**src/core/watchdog_map.svh**
```systemverilog
// Purpose: Named offsets, bit positions, reset values and counts of the watchdog
// Assumes: Included by its bare name from every watchdog file except the package
// Notes: Definitions only
`ifndef WATCHDOG_MAP_SVH
`define WATCHDOG_MAP_SVH

// ****************************************************************
// Register offsets
// ****************************************************************
`define ADDR_RELOAD 8'h00
`define ADDR_INT_EN_ZERO 8'h01
`define ADDR_INT_EN_ONE 8'h02
`define ADDR_PRIO_STATUS 8'h03
`define ADDR_CLK_CTL 8'h04
`define ADDR_STATUS 8'h05
`define ADDR_COUNT_LO 8'h06
`define ADDR_COUNT_HI 8'h07

// ****************************************************************
// Field positions
// ****************************************************************
`define BIT_PRESCALE 7
`define BIT_ARM 6
`define BIT_CONFIRM 6
`define BIT_TIMEOUT 6
`define BIT_SCOPE 7
`define BIT_ST_ACTIVE 0
`define BIT_ST_ARMED 1
`define BIT_ST_CONFIRM 2
`define BIT_ST_TIMEOUT 3

// ****************************************************************
// Reset values and counts
// ****************************************************************
`define RESET_BYTE 8'h00
`define COUNT_ZERO 15'h0000
`define COUNT_TERMINAL 15'h7ffc
`define RELOAD_LOW_FILL 8'h00
`define DIV_FAST 24
`define DIV_SLOW 384
`define REFRESH_WINDOW 12

`endif

```
**src/core/watchdog_pkg.sv**
```systemverilog
// Purpose: Types shared by the watchdog files
// Assumes: Nothing
// Notes: Arming states follow a Gray cycle
package watchdog_pkg;

  typedef enum logic [1:0] {
    ST_OFF = 2'b00,
    ST_RUN = 2'b01,
    ST_ARMED = 2'b11,
    ST_OFF_ARMED = 2'b10
  } wdog_state_t;

endpackage

```
**src/core/watchdog_prescaler.sv**
```systemverilog
// Purpose: Divides the CPU clock into counting ticks
// Assumes: Reset already synchronised
// Notes: Divider restarts whenever the watchdog is not running
`timescale 1ns/1ps
`include "watchdog_map.svh"

module watchdog_prescaler #(
  parameter int unsigned DIV_FAST = `DIV_FAST,
  parameter int unsigned DIV_SLOW = `DIV_SLOW
) (
  input wire logic core_clk_i,
  input wire logic rst_n_i,
  input wire logic run_i,
  input wire logic slow_i,
  output logic tick_o
);

  localparam int unsigned CW = $clog2(DIV_SLOW);

  if (DIV_FAST < 2 || DIV_SLOW <= DIV_FAST) begin : g_bad_div
    $error("prescaler divisors unusable");
  end

  logic [CW-1:0] div_reg;
  logic [CW-1:0] term;

  assign term = slow_i ? CW'(DIV_SLOW - 1) : CW'(DIV_FAST - 1);
  assign tick_o = run_i && (div_reg == term);

  // Divide by 24 or 384
  // Using >= keeps a select change mid-period from running past the end
  always_ff @(posedge core_clk_i or negedge rst_n_i) begin
    if (!rst_n_i) begin
      div_reg <= '0;
    end else if (!run_i || div_reg >= term) begin
      div_reg <= '0;
    end else begin
      div_reg <= div_reg + 1'b1;
    end
  end
endmodule

```
**src/core/watchdog_refresh_timer.sv**
```systemverilog
// Purpose: Watchdog with two-step refresh and CPU reset request
// Assumes: Register strobes come from logic on core_clk_i
// Notes: Only arst_n_i (pin or power reset) stops a running watchdog
//
// The plain strobed port and the address map were decided locally.
`timescale 1ns/1ps
`include "watchdog_map.svh"

// Operation
// - A 15-bit up-counter, a 7-bit reload value and control logic form the watchdog.
// - After pin or power reset the watchdog is off and its counter is zero.
// - Software starts it by setting confirm, with or without a preceding arm, and afterwards nothing but a hardware reset stops it.
// - While running the counter steps every 384 CPU clocks with prescale select set, else every 24.
// - Reaching 7FFC hex raises the timeout and requests a CPU reset.
// - A refresh is an arm write followed by a confirm write within 12 cycles.
// - If no confirm arrives within 12 cycles the arm bit clears itself and nothing reloads.
// - A valid refresh loads the reload value into the top seven counter bits.
// - Setting confirm activates or refreshes, and confirm clears itself 12 cycles after it is set.
// - The timeout flag is read-only at bit 6 of the priority register and clears after the CPU reset.
// - With the scope bit set a watchdog reset also resets peripheral registers but not clock control.
module watchdog_refresh_timer
  import watchdog_pkg::*;
#(
  parameter int unsigned REFRESH_WIN = `REFRESH_WINDOW,
  parameter int unsigned DIV_FAST = `DIV_FAST,
  parameter int unsigned DIV_SLOW = `DIV_SLOW
) (
  input wire logic core_clk_i,
  input wire logic arst_n_i,
  input wire logic [7:0] addr_i,
  input wire logic [7:0] wdata_i,
  input wire logic we_i,
  input wire logic re_i,
  output logic [7:0] rdata_o,
  input wire logic cpu_rst_done_i,
  output logic cpu_rst_req_o,
  output logic periph_rst_o
);

  localparam int unsigned WW = $clog2(REFRESH_WIN + 1);

  if (REFRESH_WIN < 1 || REFRESH_WIN > 255) begin : g_bad_win
    $error("refresh window unusable");
  end

  // ****************************************************************
  // Reset release
  // ****************************************************************
  logic [1:0] rst_sync_reg;
  logic rst_n;

  always_ff @(posedge core_clk_i or negedge arst_n_i) begin
    if (!arst_n_i) begin
      rst_sync_reg <= 2'b00;
    end else begin
      rst_sync_reg <= {rst_sync_reg[0], 1'b1};
    end
  end

  assign rst_n = rst_sync_reg[1];

  // ****************************************************************
  // Decode
  // ****************************************************************
  logic wr_reload;
  logic wr_en_zero;
  logic wr_en_one;
  logic wr_prio;
  logic wr_clk_ctl;
  logic arm_wr;
  logic conf_wr;

  assign wr_reload = we_i && (addr_i == `ADDR_RELOAD);
  assign wr_en_zero = we_i && (addr_i == `ADDR_INT_EN_ZERO);
  assign wr_en_one = we_i && (addr_i == `ADDR_INT_EN_ONE);
  assign wr_prio = we_i && (addr_i == `ADDR_PRIO_STATUS);
  assign wr_clk_ctl = we_i && (addr_i == `ADDR_CLK_CTL);
  assign arm_wr = wr_en_zero && wdata_i[`BIT_ARM];
  assign conf_wr = wr_en_one && wdata_i[`BIT_CONFIRM];

  // ****************************************************************
  // Arming state
  // ****************************************************************
  wdog_state_t state_reg;
  wdog_state_t state_next;
  logic [WW-1:0] arm_cnt_reg;
  logic [WW-1:0] conf_cnt_reg;
  logic arm_expire;
  logic refresh_hit;
  logic active;
  logic armed;
  logic conf_bit;

  assign arm_expire = (arm_cnt_reg == WW'(1));
  assign active = state_reg[0];
  assign armed = state_reg[1];
  assign conf_bit = (conf_cnt_reg != '0);

  always_comb begin
    state_next = state_reg;
    refresh_hit = 1'b0;
    unique case (state_reg)
      ST_OFF: begin
        if (conf_wr) begin
          state_next = ST_RUN;
        end else if (arm_wr) begin
          state_next = ST_OFF_ARMED;
        end
      end
      ST_OFF_ARMED: begin
        if (conf_wr) begin
          state_next = ST_RUN;
          refresh_hit = 1'b1;
        end else if (arm_wr) begin
          state_next = ST_OFF_ARMED;
        end else if (arm_expire) begin
          state_next = ST_OFF;
        end
      end
      ST_RUN: begin
        if (arm_wr) begin
          state_next = ST_ARMED;
        end
      end
      ST_ARMED: begin
        if (conf_wr) begin
          state_next = ST_RUN;
          refresh_hit = 1'b1;
        end else if (arm_wr) begin
          state_next = ST_ARMED;
        end else if (arm_expire) begin
          state_next = ST_RUN;
        end
      end
    endcase
  end

  always_ff @(posedge core_clk_i or negedge rst_n) begin
    if (!rst_n) begin
      state_reg <= ST_OFF;
    end else begin
      state_reg <= state_next;
    end
  end

  // Arm window count
  // A fresh arm restarts the window, so the set wins over the self-clear
  always_ff @(posedge core_clk_i or negedge rst_n) begin
    if (!rst_n) begin
      arm_cnt_reg <= '0;
    end else if (arm_wr) begin
      arm_cnt_reg <= WW'(REFRESH_WIN);
    end else if (conf_wr && armed) begin
      arm_cnt_reg <= '0;
    end else if (arm_cnt_reg != '0) begin
      arm_cnt_reg <= arm_cnt_reg - 1'b1;
    end
  end

  always_ff @(posedge core_clk_i or negedge rst_n) begin
    if (!rst_n) begin
      conf_cnt_reg <= '0;
    end else if (conf_wr) begin
      conf_cnt_reg <= WW'(REFRESH_WIN);
    end else if (conf_cnt_reg != '0) begin
      conf_cnt_reg <= conf_cnt_reg - 1'b1;
    end
  end

  // ****************************************************************
  // Counter
  // ****************************************************************
  logic [7:0] reload_reg;
  logic [14:0] count_reg;
  logic tick;
  logic timeout_evt;

  watchdog_prescaler #(
    .DIV_FAST(DIV_FAST),
    .DIV_SLOW(DIV_SLOW)
  ) u_prescaler (
    .core_clk_i(core_clk_i),
    .rst_n_i(rst_n),
    .run_i(active),
    .slow_i(reload_reg[`BIT_PRESCALE]),
    .tick_o(tick)
  );

  assign timeout_evt = tick && !refresh_hit && (count_reg == `COUNT_TERMINAL - 15'h0001);

  // Fifteen-bit up-counter
  // Restarting from zero after the terminal value avoids a silent wrap
  always_ff @(posedge core_clk_i or negedge rst_n) begin
    if (!rst_n) begin
      count_reg <= `COUNT_ZERO;
    end else if (refresh_hit) begin
      count_reg <= {reload_reg[6:0], `RELOAD_LOW_FILL};
    end else if (tick) begin
      if (count_reg == `COUNT_TERMINAL) begin
        count_reg <= `COUNT_ZERO;
      end else begin
        count_reg <= count_reg + 15'h0001;
      end
    end
  end

  // ****************************************************************
  // Timeout and reset requests
  // ****************************************************************
  logic flag_reg;
  logic clk_scope;
  logic scope_rst;

  // Cleared by the completed CPU reset, set wins
  always_ff @(posedge core_clk_i or negedge rst_n) begin
    if (!rst_n) begin
      flag_reg <= 1'b0;
    end else if (timeout_evt) begin
      flag_reg <= 1'b1;
    end else if (cpu_rst_done_i) begin
      flag_reg <= 1'b0;
    end
  end

  assign scope_rst = timeout_evt && clk_scope;
  assign cpu_rst_req_o = flag_reg;
  assign periph_rst_o = flag_reg && clk_scope;

  // ****************************************************************
  // Software registers
  // ****************************************************************
  logic [7:0] en_zero_reg;
  logic [7:0] en_one_reg;
  logic [7:0] prio_reg;
  logic [7:0] clk_ctl_reg;

  assign clk_scope = clk_ctl_reg[`BIT_SCOPE];

  // Peripheral registers follow the scope reset
  always_ff @(posedge core_clk_i or negedge rst_n) begin
    if (!rst_n) begin
      reload_reg <= `RESET_BYTE;
    end else if (scope_rst) begin
      reload_reg <= `RESET_BYTE;
    end else if (wr_reload) begin
      reload_reg <= wdata_i;
    end
  end

  // Arm and confirm bits live in the state logic, not here
  always_ff @(posedge core_clk_i or negedge rst_n) begin
    if (!rst_n) begin
      en_zero_reg <= `RESET_BYTE;
    end else if (scope_rst) begin
      en_zero_reg <= `RESET_BYTE;
    end else if (wr_en_zero) begin
      en_zero_reg <= wdata_i;
      en_zero_reg[`BIT_ARM] <= 1'b0;
    end
  end

  always_ff @(posedge core_clk_i or negedge rst_n) begin
    if (!rst_n) begin
      en_one_reg <= `RESET_BYTE;
    end else if (scope_rst) begin
      en_one_reg <= `RESET_BYTE;
    end else if (wr_en_one) begin
      en_one_reg <= wdata_i;
      en_one_reg[`BIT_CONFIRM] <= 1'b0;
    end
  end

  always_ff @(posedge core_clk_i or negedge rst_n) begin
    if (!rst_n) begin
      prio_reg <= `RESET_BYTE;
    end else if (scope_rst) begin
      prio_reg <= `RESET_BYTE;
    end else if (wr_prio) begin
      prio_reg <= wdata_i;
      prio_reg[`BIT_TIMEOUT] <= 1'b0;
    end
  end

  // Clock control kept across watchdog reset
  always_ff @(posedge core_clk_i or negedge rst_n) begin
    if (!rst_n) begin
      clk_ctl_reg <= `RESET_BYTE;
    end else if (wr_clk_ctl) begin
      clk_ctl_reg <= wdata_i;
    end
  end

  // ****************************************************************
  // Read port
  // ****************************************************************
  logic [7:0] rd_mux;

  always_comb begin
    rd_mux = `RESET_BYTE;
    unique case (addr_i)
      `ADDR_RELOAD: begin
        rd_mux = reload_reg;
      end
      `ADDR_INT_EN_ZERO: begin
        rd_mux = en_zero_reg;
        rd_mux[`BIT_ARM] = armed;
      end
      `ADDR_INT_EN_ONE: begin
        rd_mux = en_one_reg;
        rd_mux[`BIT_CONFIRM] = conf_bit;
      end
      `ADDR_PRIO_STATUS: begin
        rd_mux = prio_reg;
        rd_mux[`BIT_TIMEOUT] = flag_reg;
      end
      `ADDR_CLK_CTL: begin
        rd_mux = clk_ctl_reg;
      end
      `ADDR_STATUS: begin
        rd_mux[`BIT_ST_ACTIVE] = active;
        rd_mux[`BIT_ST_ARMED] = armed;
        rd_mux[`BIT_ST_CONFIRM] = conf_bit;
        rd_mux[`BIT_ST_TIMEOUT] = flag_reg;
      end
      `ADDR_COUNT_LO: begin
        rd_mux = count_reg[7:0];
      end
      `ADDR_COUNT_HI: begin
        rd_mux = {1'b0, count_reg[14:8]};
      end
      default: begin
        rd_mux = `RESET_BYTE;
      end
    endcase
  end

  // Data stand only in the cycle after the read strobe
  always_ff @(posedge core_clk_i or negedge rst_n) begin
    if (!rst_n) begin
      rdata_o <= `RESET_BYTE;
    end else if (re_i) begin
      rdata_o <= rd_mux;
    end else begin
      rdata_o <= `RESET_BYTE;
    end
  end
endmodule

```
**config.mk**
```make
export PLATFORM = sky130hd
export DESIGN_NAME = watchdog_refresh_timer
export DESIGN_NICKNAME = d
export VERILOG_FILES = /design/src/core/watchdog_pkg.sv /design/src/core/watchdog_prescaler.sv /design/src/core/watchdog_refresh_timer.sv
export VERILOG_INCLUDE_DIRS = /design/src /design/src/core
export SDC_FILE = /design/constraint.sdc
export NUM_CORES = 1
export LEC_CHECK = 0
export BUFFER_PORTS_ARGS = -buffer_cell sky130_fd_sc_hd__buf_2
export CORE_UTILIZATION = 60
export DETAILED_ROUTE_END_ITERATION = 8
export HOLD_SLACK_MARGIN = 0.05
export PLACE_DENSITY = 0.79
export SLEW_MARGIN = 20
export SYNTH_ARGS = -nofsm -noshare
export SYNTH_HDL_FRONTEND = slang
export SYNTH_HIERARCHICAL = 1
export SYNTH_SLANG_ARGS = --single-unit
export TNS_END_PERCENT = 20
```
**constraint.sdc**
```tcl
create_clock -name core_clk_i -period 2.95 [get_ports core_clk_i]
set_input_delay 0.885 -clock core_clk_i [delete_from_list [all_inputs] [get_ports core_clk_i]]
set_output_delay 0.885 -clock core_clk_i [all_outputs]
set_load 0.01 [all_outputs]
```
==> results.tsv, run 1 <==
metric	value	unit
timing_hold_violations_final	0	
die_w	87.3	microns
synth_top_area_share	47.0	%
dr.pass1.iters	5	
synth.largest_area_cell	dfrtp_1	
final_nets	497	
wl	9890	microns
utilization	71.0	%
numCtsBuffers	9	
clk_latency	0.35	ns
core_area	6910	sq um
ctsHoldBuffers	0	
path_clk_slew	0.09	ns
muxShareOfSynthArea	13.8	%
synth_cell_types	58	
routed-wl-met2	4880	microns
grt_pass1_vias	3251	
p_leak	2.30	nW
groute.usage.overall	27.6	%
critPathBufInv	2	
wl_met1	4170	microns
ant_nets	0	
synth_area	4370	sq um
switching_share	26.4	%
setup_violations	0	
die_h	87.3	microns
seqPwrFrac	47.9	%
p_comb_share	16.2	%
synthXorXnorAreaFrac	2.01	%
portBuffers	30	
htree_levels	3	
cap_violations	0	
critPathLaunchType	register	
path_class	register to register	
max_freq	385	MHz
wl_per_cell	17.5	microns
internal_power	1.99	mW
grt_pass1_wl	16000	microns
post_cts_buffers	0	
synth_edf_count	0	
async_flop_share	100	%
drive_gt1_share	19.6	%
vias_per_cell	6.20	
synth_area_leaders	dfrtp_1 (47%), mux4_2 (6.2%), nor2_1 (5.3%), mux2i_1 (5.3%), nand2_1 (3.4%)	
ys.warnings.count	6	
yosys.area_share.simple	20.5	%
cts_resized	0	
status	finished, final reports clean	
critPathTopFamily	simple AND/OR/NAND/NOR gates	
met3_length	674	microns
cts-root-buf	clkbuf_8	
p_per_area	552	nW/um^2
path_cells	inv_1, ha_1, nor2b_1, nand4_1, nor2_1, buf_4, nand4_1, nor3_1, and3_4, nor2_1	
fin_skew	0.0119	ns
power_frac_clock	35.8	%
setup_slack	0.355	ns
synth_cells	430	
drt_iter0_drc	246	
cts_sinks	82	
min_path_type	register to asynchronous set/reset pin	
cts_tree	built	
cpPeakStageDelay	0.46	ns
synth_top_family_by_area	simple AND/OR/NAND/NOR gates	
ys_ff_latch	82	
detailed_place_hpwl	6890	microns
critPathMaxFanout	29	
p_switching	716	uW
grt_antenna_before_repair	0	
slew_violations	0	
whs	0.216	ns
crit_required	3.18	ns
synth.avg_cell_area	10.2	sq um
worst_ep_arrival_time	2.82	ns
highest_layer	met4	
irDropWorstVdd	443	uV
die-area	7620	sq um
antenna_cells	0	
vias	3509	
gp_congestion	0.886	
fin_crit	2.60	ns
place_worst_setup_slack	0.116	ns
initial_core_util	63.2	%
synthAdderAreaFrac	3.15	%
drc_errors	0	
ys_seq_area_share	47.0	%
synth_compound_area_share	10.3	%
worst_slew_pin_slew	0.671	ns
num-fill-cells	526	
gr-total-overflow	0	
grt_start_max_net_pins	81	
syn_to_final_growth	12.3	%
critPathCaptureType	register	
synth_nets	462	
largest_reg_flops	15	
grt_setup_unrepaired	false	
min_period_over_period	88.0	%
max_slew_margin	55.2	%
rows	30	
slowest_stage	and3_4	
tns	0	ns
clk_path_buf_depth	2	
ioPinCount	31	
synth_ff_type	dfrtp_1	
-- stage by stage --
stage	instance area (sq um)	instances	power [mW]
CTS	4870	565	2.71
finish	4900	566	2.71
detailed placement	4630	549	1.75
global route	4900	566	2.83
global placement	4630	549	1.73
floorplan	4370	430	1.64
-- cell usage after synthesis (all sizes together) (3+ instances only) --
cell type,n
dfrtp,82
nand3,19
inv,11
ha,11
nor2b,3
mux2i,23
buf,9
mux2,9
or3,6
xnor2,7
nand4,10
nor4,3
a21oi,30
clkbuf,10
mux4,12
o21ai,17
nor2,63
and3,8
nor3b,3
nand2,40
a31oi,4
or4,3
nor3,7
xor2,3
nand2b,4
-- metal layers --
metal,global-route usage [%],up-vias
met3,5.97,19
met2,44.5,139
met5,0,-
li1,-,1610
met4,7.90,0
met1,37.9,1741
-- worst register-to-register path, delay by kind of cell (launching register included) --
| family | cells | cell delay (ns) |
|---|---|---|
| simple gates | 7 | 1.40 |
| buf+inv | 2 | 0.35 |
| fa+ha+maj | 1 | 0.29 |
| flops | 1 | 0.44 |
-- placed cells by master (no fill, tap or decap), types with 12 or more instances in the layout --
master and n:
buf_4 12, dfrtp_1 81, o21ai_0 16, mux4_2 12, buf_2 30, nand2_1 40, nand3_1 18, a21oi_1 29
nor2_1 62, mux2i_1 23
-- cell type report --
type | count | area, sq um | area share [%]
sequential | 82 | 2060 | 41.9
multi-input combinational | 318 | 2170 | 44.4
inverter | 11 | 41.3 | 0.842
timing repair buffer | 43 | 268 | 5.46
tap | 96 | 120 | 2.45
clock buffer | 10 | 128 | 2.60
clock inverter | 6 | 115 | 2.35
-- path summary, 6_finish.rpt --
kind | start | to | slack, ns | cells past startpoint
setup / recovery | reload_reg[7] | prio_reg[4] | 0.35 | 10
hold / removal | rst_sync_reg[1] | en_one_reg[2] | 0.22 | 0
setup reg to reg | reload_reg[7] | prio_reg[4] | 0.35 | 10
hold reg to reg | rst_sync_reg[1] | en_one_reg[2] | 0.22 | 0
max in group asynchronous | rst_sync_reg[1] | count_reg[1] | 2.14 | 1
min in group core_clk_i | rst_sync_reg[0] | rst_sync_reg[1] | 0.37 | 0
-- cell families after synthesis --
family                   count (synthesis)
other                                    1
adder cells (fa/ha/maj)                 11
AND/OR/NAND/NOR                        179
flip-flops                              82
AO/OA/AOI/OAI                           73
XOR/XNOR                                10
multiplexers                            44
buffers and inverters                   30
-- power by group through the flow --
stage | combinational, mW | clock [mW] | sequential, mW
after floorplan | 0.337 | 0 | 1.30
after global placement | 0.398 | 0 | 1.33
after detailed placement | 0.422 | 0 | 1.33
after CTS | 0.421 | 0.981 | 1.31
after global routing | 0.502 | 1.02 | 1.31
final | 0.440 | 0.970 | 1.30
(Power assumes the default switching activity.)
==> inputs of run 2 (changes only) <==
--- a/config.mk
+++ b/config.mk
@@ -7,10 +7,11 @@
 export NUM_CORES = 1
 export LEC_CHECK = 0
 export BUFFER_PORTS_ARGS = -buffer_cell sky130_fd_sc_hd__buf_2
-export CORE_UTILIZATION = 60
+export CORE_UTILIZATION = 55
 export DETAILED_ROUTE_END_ITERATION = 8
 export HOLD_SLACK_MARGIN = 0.05
-export PLACE_DENSITY = 0.79
+export MAX_ROUTING_LAYER = met4
+export PLACE_DENSITY = 0.77
 export SLEW_MARGIN = 20
 export SYNTH_ARGS = -nofsm -noshare
 export SYNTH_HDL_FRONTEND = slang
==> constraint.sdc (replaced) <==
create_clock -name core_clk_i -period 2.2 [get_ports core_clk_i]
set_input_delay 0.66 -clock core_clk_i [delete_from_list [all_inputs] [get_ports core_clk_i]]
set_output_delay 0.66 -clock core_clk_i [all_outputs]
set_load 0.01 [all_outputs]
==> run 2 against run 1 <==
  * The run now ends with negative setup slack left
  * Final cell count increased by 7.8%
  * Combinational power increased by 43%
  * Critical path depth unchanged
==> results.tsv, run 2 (synthesized netlist as in run 1, its figures left out) <==
metric	value	unit	change
path_clk_slew	0.09	ns	about the same
drive_gt1_share	29.5	%	+10 points
drc_errors	0		unchanged
largest_reg_flops	15		unchanged
rows	32		+6.7%
clk_latency	0.36	ns	about the same
rr_worst_depth	10		unchanged
vias	3735		+6.4%
min_path_type	register to asynchronous set/reset pin		
cpPeakStageDelay	0.38	ns	-0.08 ns
antenna_cells	0		unchanged
path_class	register to register		
ant_nets	0		unchanged
slew_violations	0		unchanged
utilization	68.9	%	-2.0 points
worst_path_most_repeated_cell	nand4_1		
cts-root-buf	clkbuf_8		
portBuffers	30		unchanged
critPathMaxFanout	7		-76%
whs	0.311	ns	+0.0949 ns
timing_hold_violations_final	0		unchanged
die-area	8300	sq um	+8.9%
htree_levels	3		unchanged
groute.usage.overall	30.7	%	+3.1 points
fin_cells	610		+7.8%
initial_core_util	56.8	%	-6.4 points
dr.pass1.iters	5		unchanged
wl_per_cell	18.8	microns	+7.8%
clk_path_buf_depth	2		unchanged
p_per_area	685	nW/um^2	+24%
p_leak	2.48	nW	+7.8%
cts_tree	built		
die_h	91.1	microns	+4.3%
worst_ep_arrival_time	2.55	ns	-0.27 ns
violations	negative setup slack		
path_cells	inv_2, ha_4, nor2b_4, nand4_1, nor2_2, buf_4, nand4_1, nor3_4, and3_4, nor2_1		
setup_violations	33		+33
syn_to_final_growth	21.4	%	
setup_slack	-0.0967	ns	-0.452 ns
place_inst	588		+7.1%
critPathLaunchType	register		
grt_pass1_wl	19000	microns	+19%
ioPinCount	31		unchanged
wl	11500	microns	+16%
core_area	7690	sq um	+11%
fin_skew	0.00860	ns	-0.00332 ns
crit_required	2.45	ns	-0.73 ns
die_w	91.1	microns	+4.3%
final_nets	535		+7.6%
detailed_place_hpwl	7640	microns	+11%
grt_pass1_vias	3764		+16%
vias_per_cell	6.12		-1.2%
numCtsBuffers	9		unchanged
irDropWorstVdd	750	uV	+69%
cap_violations	0		unchanged
grt_antenna_before_repair	0		unchanged
gp_congestion	0.867		-2.2%
max_slew_margin	64.9	%	+9.6 points
final_cell_mix	dfrtp_1 (81), nor2_1 (58), buf_4 (46)		
status	complete, but fails checks		
critPathCaptureType	register		
grt_start_max_net_pins	43		-47%
tns	-1.89	ns	-1.89 ns
min_period_over_period	104	%	+16 points
gr-total-overflow	0		unchanged
slowest_stage	dfrtp_1		
grt_setup_unrepaired	true		
layout_commonest_cell	dfrtp_1		
fin_crit	2.30	ns	-0.298 ns
drt_iter0_drc	384		+56%
worst_slew_pin_slew	0.527	ns	-0.145 ns
max_freq	435	MHz	+13%
cts_sinks	82		unchanged
run 2: report_power, final:
| group | switching [mW] | internal, mW |
|---|---|---|
| logic | 0.330 | 0.298 |
| clock network | 0.581 | 0.672 |
| registers | 0.118 | 1.63 |
| total | 1.03 | 2.60 |
run 2: worst max-delay path, delay by kind of cell, from the launching register on:
| kind | cells | cell delay [ns] |
|---|---|---|
| buf+inv | 2 | 0.20 |
| flops | 1 | 0.38 |
| fa+ha+maj | 1 | 0.26 |
| simple gates | 7 | 1.33 |
run 2: final cells by class:
cell class	count	area, sq um
repair buffers	78	526
clock buffers	10	138
flip-flops and latches	82	2060
multi-input cells	321	2320
fillers	573	2390
inverters	11	41.3
well taps	102	128
clock inverters	6	90.1
run 2: worst paths after layout:
check / startpoint / end / slack, ns
worst max-delay path: reload_reg[7] / prio_reg[5] / -0.1
worst min-delay path: rst_sync_reg[1] / prio_reg[7] / 0.31
worst max register to register: reload_reg[7] / prio_reg[5] / -0.1
worst min register to register: rst_sync_reg[1] / prio_reg[7] / 0.31
max in group asynchronous: rst_sync_reg[1] / count_reg[7] / 1.28
min in group core_clk_i: rst_sync_reg[0] / rst_sync_reg[1] / 0.37
run 2: what timing repair did:
item | in CTS | in global routing
endpoints found under the setup margin | 35 | 37
pin swaps | 8 | 9
gates cloned | 2 | 1
gates resized for setup | 9 | 18
hold buffers | 1 | 0
setup buffers | 0 | 2
endpoints found under the hold margin | 2 | 0
run 2: routing by layer:
metal / up-vias / global-route usage [%] / part of all wire [%]
met2: 164 / 49.3 / 50
met4: 0 / 11.8 / 2.6
met5: - / - / 0
met3: 32 / 6.53 / 7.0
met1: 1844 / 38.4 / 40
li1: 1695 / - / -
run 2: metrics by stage:
stage / power, mW / instance area [sq um] / setup WS, ns
finish: 3.63 / 5300 / -0.0967
detailed placement: 2.38 / 4900 / -0.369
floorplan: 2.20 / 4380 / -0.244
CTS: 3.62 / 5200 / -0.00980
global placement: 2.33 / 4900 / -0.351
global route: 3.82 / 5300 / -0.232
==> inputs of run 3 (changes only) <==
--- a/config.mk
+++ b/config.mk
@@ -9,6 +9,7 @@
 export BUFFER_PORTS_ARGS = -buffer_cell sky130_fd_sc_hd__buf_2
 export CORE_UTILIZATION = 55
 export DETAILED_ROUTE_END_ITERATION = 8
+export GPL_TIMING_DRIVEN = 0
 export HOLD_SLACK_MARGIN = 0.05
 export MAX_ROUTING_LAYER = met4
 export PLACE_DENSITY = 0.77
==> run 3 against run 2 <==
  * The run still ends with negative setup slack left
  * Global-route usage decreased by 1.7 points
  * Flip-flop and latch count unchanged
  * Register-to-register slack worse by 0.06 ns
  * Clock power about the same
  * Final area shrank 1.0%
  * Power increased by 0.22%
  * Non-clock buffer count is 12 lower
  * Critical path depth grew 2
  * Setup slack lost 0.061 ns
  * Sequential power about the same
  * Largest power group unchanged
==> results.tsv, run 3 (synthesized netlist as in run 1, its figures left out) <==
metric	value	unit	change
crit_required	2.46	ns	about the same
drive_gt1_share	26.8	%	-2.8 points
grt_setup_unrepaired	true		
ioPinCount	31		unchanged
worst_slew_pin_slew	0.662	ns	+0.136 ns
syn_to_final_growth	20.1	%	
initial_core_util	56.8	%	unchanged
portBuffers	28		-6.7%
ant_nets	0		unchanged
max_slew_margin	55.8	%	-9.0 points
crit_start	reload_reg[7]		
tns	-3.78	ns	-1.88 ns
grt_pass1_vias	3574		-5.0%
layout_commonest_cell	dfrtp_1		
final_cell_mix	dfrtp_1 (81), nor2_1 (58), nand2_1 (39)		
path_class	register to register		
fin_skew	0.00901	ns	+0.000411 ns
min_path_type	register to asynchronous set/reset pin		
numCtsBuffers	9		unchanged
wl_per_cell	18.6	microns	-1.5%
r2r-start	reload_reg[7]		
detailed_place_hpwl	7350	microns	-3.7%
vias_per_cell	6.20		+1.2%
place_worst_setup_slack	-0.820	ns	-0.452 ns
setup_slack	-0.157	ns	-0.0606 ns
slew_violations	0		unchanged
die_h	91.1	microns	unchanged
htree_levels	3		unchanged
vias	3687		-1.3%
drt_iter0_drc	309		-20%
irDropWorstVdd	582	uV	-22%
largest_reg_flops	15		unchanged
drc_errors	0		unchanged
p_comb_share	17.2	%	about the same
wl	11000	microns	-4.0%
p_leak	2.44	nW	-1.7%
p_switching	1.06	mW	+2.7%
p_per_area	693	nW/um^2	+1.2%
die-area	8300	sq um	unchanged
status	complete, but fails checks		
antenna_cells	0		unchanged
power_frac_clock	35.0	%	+0.5 points
fin_cells	595		-2.5%
min_period_over_period	107	%	+2.8 points
clk_latency	0.36	ns	about the same
core_area	7690	sq um	unchanged
fin_crit	2.36	ns	+0.0606 ns
place_inst	561		-4.6%
internal_power	2.58	mW	-0.75%
grt_antenna_before_repair	0		unchanged
gr-total-overflow	0		unchanged
grt_start_max_net_pins	52		+21%
max_freq	424	MHz	-2.6%
critPathLaunchType	register		
path_clk_slew	0.09	ns	about the same
timing_hold_violations_final	0		unchanged
cts-root-buf	clkbuf_8		
reg2reg_slack	-0.16	ns	-0.06 ns
switching_share	29.0	%	+0.70 points
final_nets	520		-2.8%
critPathMaxFanout	5		-2
rr_worst_depth	12		+2
worst_ep_arrival_time	2.61	ns	+0.06 ns
seqPwrFrac	47.8	%	-0.3 points
grt_pass1_wl	17900	microns	-5.6%
num-fill-cells	576		+0.52%
cts_tree	built		
utilization	68.2	%	-0.70 points
gp_congestion	0.936		+8.0%
groute.usage.overall	29.0	%	-1.7 points
rows	32		unchanged
critPathCaptureType	register		
die_w	91.1	microns	unchanged
setup_violations	33		unchanged
violations	negative setup slack		
clk_path_buf_depth	2		unchanged
cts_sinks	82		unchanged
dr.pass1.iters	5		unchanged
cap_violations	0		unchanged
[run 3: critical path, cell delays in order, from the launching register on]
cell and delay (ns):
dfrtp_1 0.39, inv_2 0.08, ha_4 0.26, nor2b_4 0.12
nand4_1 0.17, nor2_4 0.19, buf_6 0.11, nand4_1 0.10
nor3_2 0.24, and3_4 0.27, buf_8 0.13, clkbuf_16 0.14
nor2_1 0.04
[run 3: worst paths after layout]
kind,end
setup / recovery,en_zero_reg[2]
hold / removal,prio_reg[7]
setup reg to reg,en_zero_reg[2]
hold reg to reg,prio_reg[7]
max in group asynchronous,state_reg[1]
min in group core_clk_i,rst_sync_reg[1]
[run 3: power groups by stage]
stage,Sequential (mW),Clock [mW],Combinational (mW)
after CTS,1.74,1.29,0.617
after floorplan,1.75,0,0.453
final,1.74,1.27,0.626
after global placement,1.78,0,0.538
after global routing,1.76,1.35,0.704
after detailed placement,1.76,0,0.609
[run 3: area by class of cell]
cell class	count	area [sq um]	area share, %
plain buffers	17	109	2.08
clock buffers	9	124	2.36
clock inverters	7	106	2.03
inverters	11	41.3	0.787
multi-input cells	318	2290	43.7
flip-flops and latches	82	2060	39.2
well taps	102	128	2.43
repair buffers	49	387	7.37
[run 3: per-stage QoR]
stage	total power [mW]	hold WS (ns)	cell area [sq um]
2_1_floorplan	2.20	0.331	4380
3_3_place_gp	2.31	0.337	4640
3_5_place_dp	2.37	0.282	4670
4_1_cts	3.64	0.0510	5090
5_1_grt	3.81	0.316	5250
6_report	3.64	0.271	5250
[run 3: metal layers]
| metal | track usage (%) | wire length [microns] | up-vias |
|---|---|---|---|
| met2 | 46.8 | 5640 | 149 |
| met1 | 36.0 | 4430 | 1841 |
| met5 | - | 0 | - |
| met4 | 13.4 | 301 | 0 |
| li1 | - | - | 1669 |
| met3 | 5.03 | 675 | 28 |
[run 3: what timing repair did]
| item | 4_1_cts | 5_1_grt |
|---|---|---|
| hold buffers | 0 | 1 |
| gates cloned | 1 | 1 |
| setup buffers | 12 | 5 |
| resized for setup | 21 | 21 |
| endpoints found under the hold margin | 0 | 2 |
| endpoints found under the setup margin | 61 | 48 |
| pin swaps | 10 | 9 |
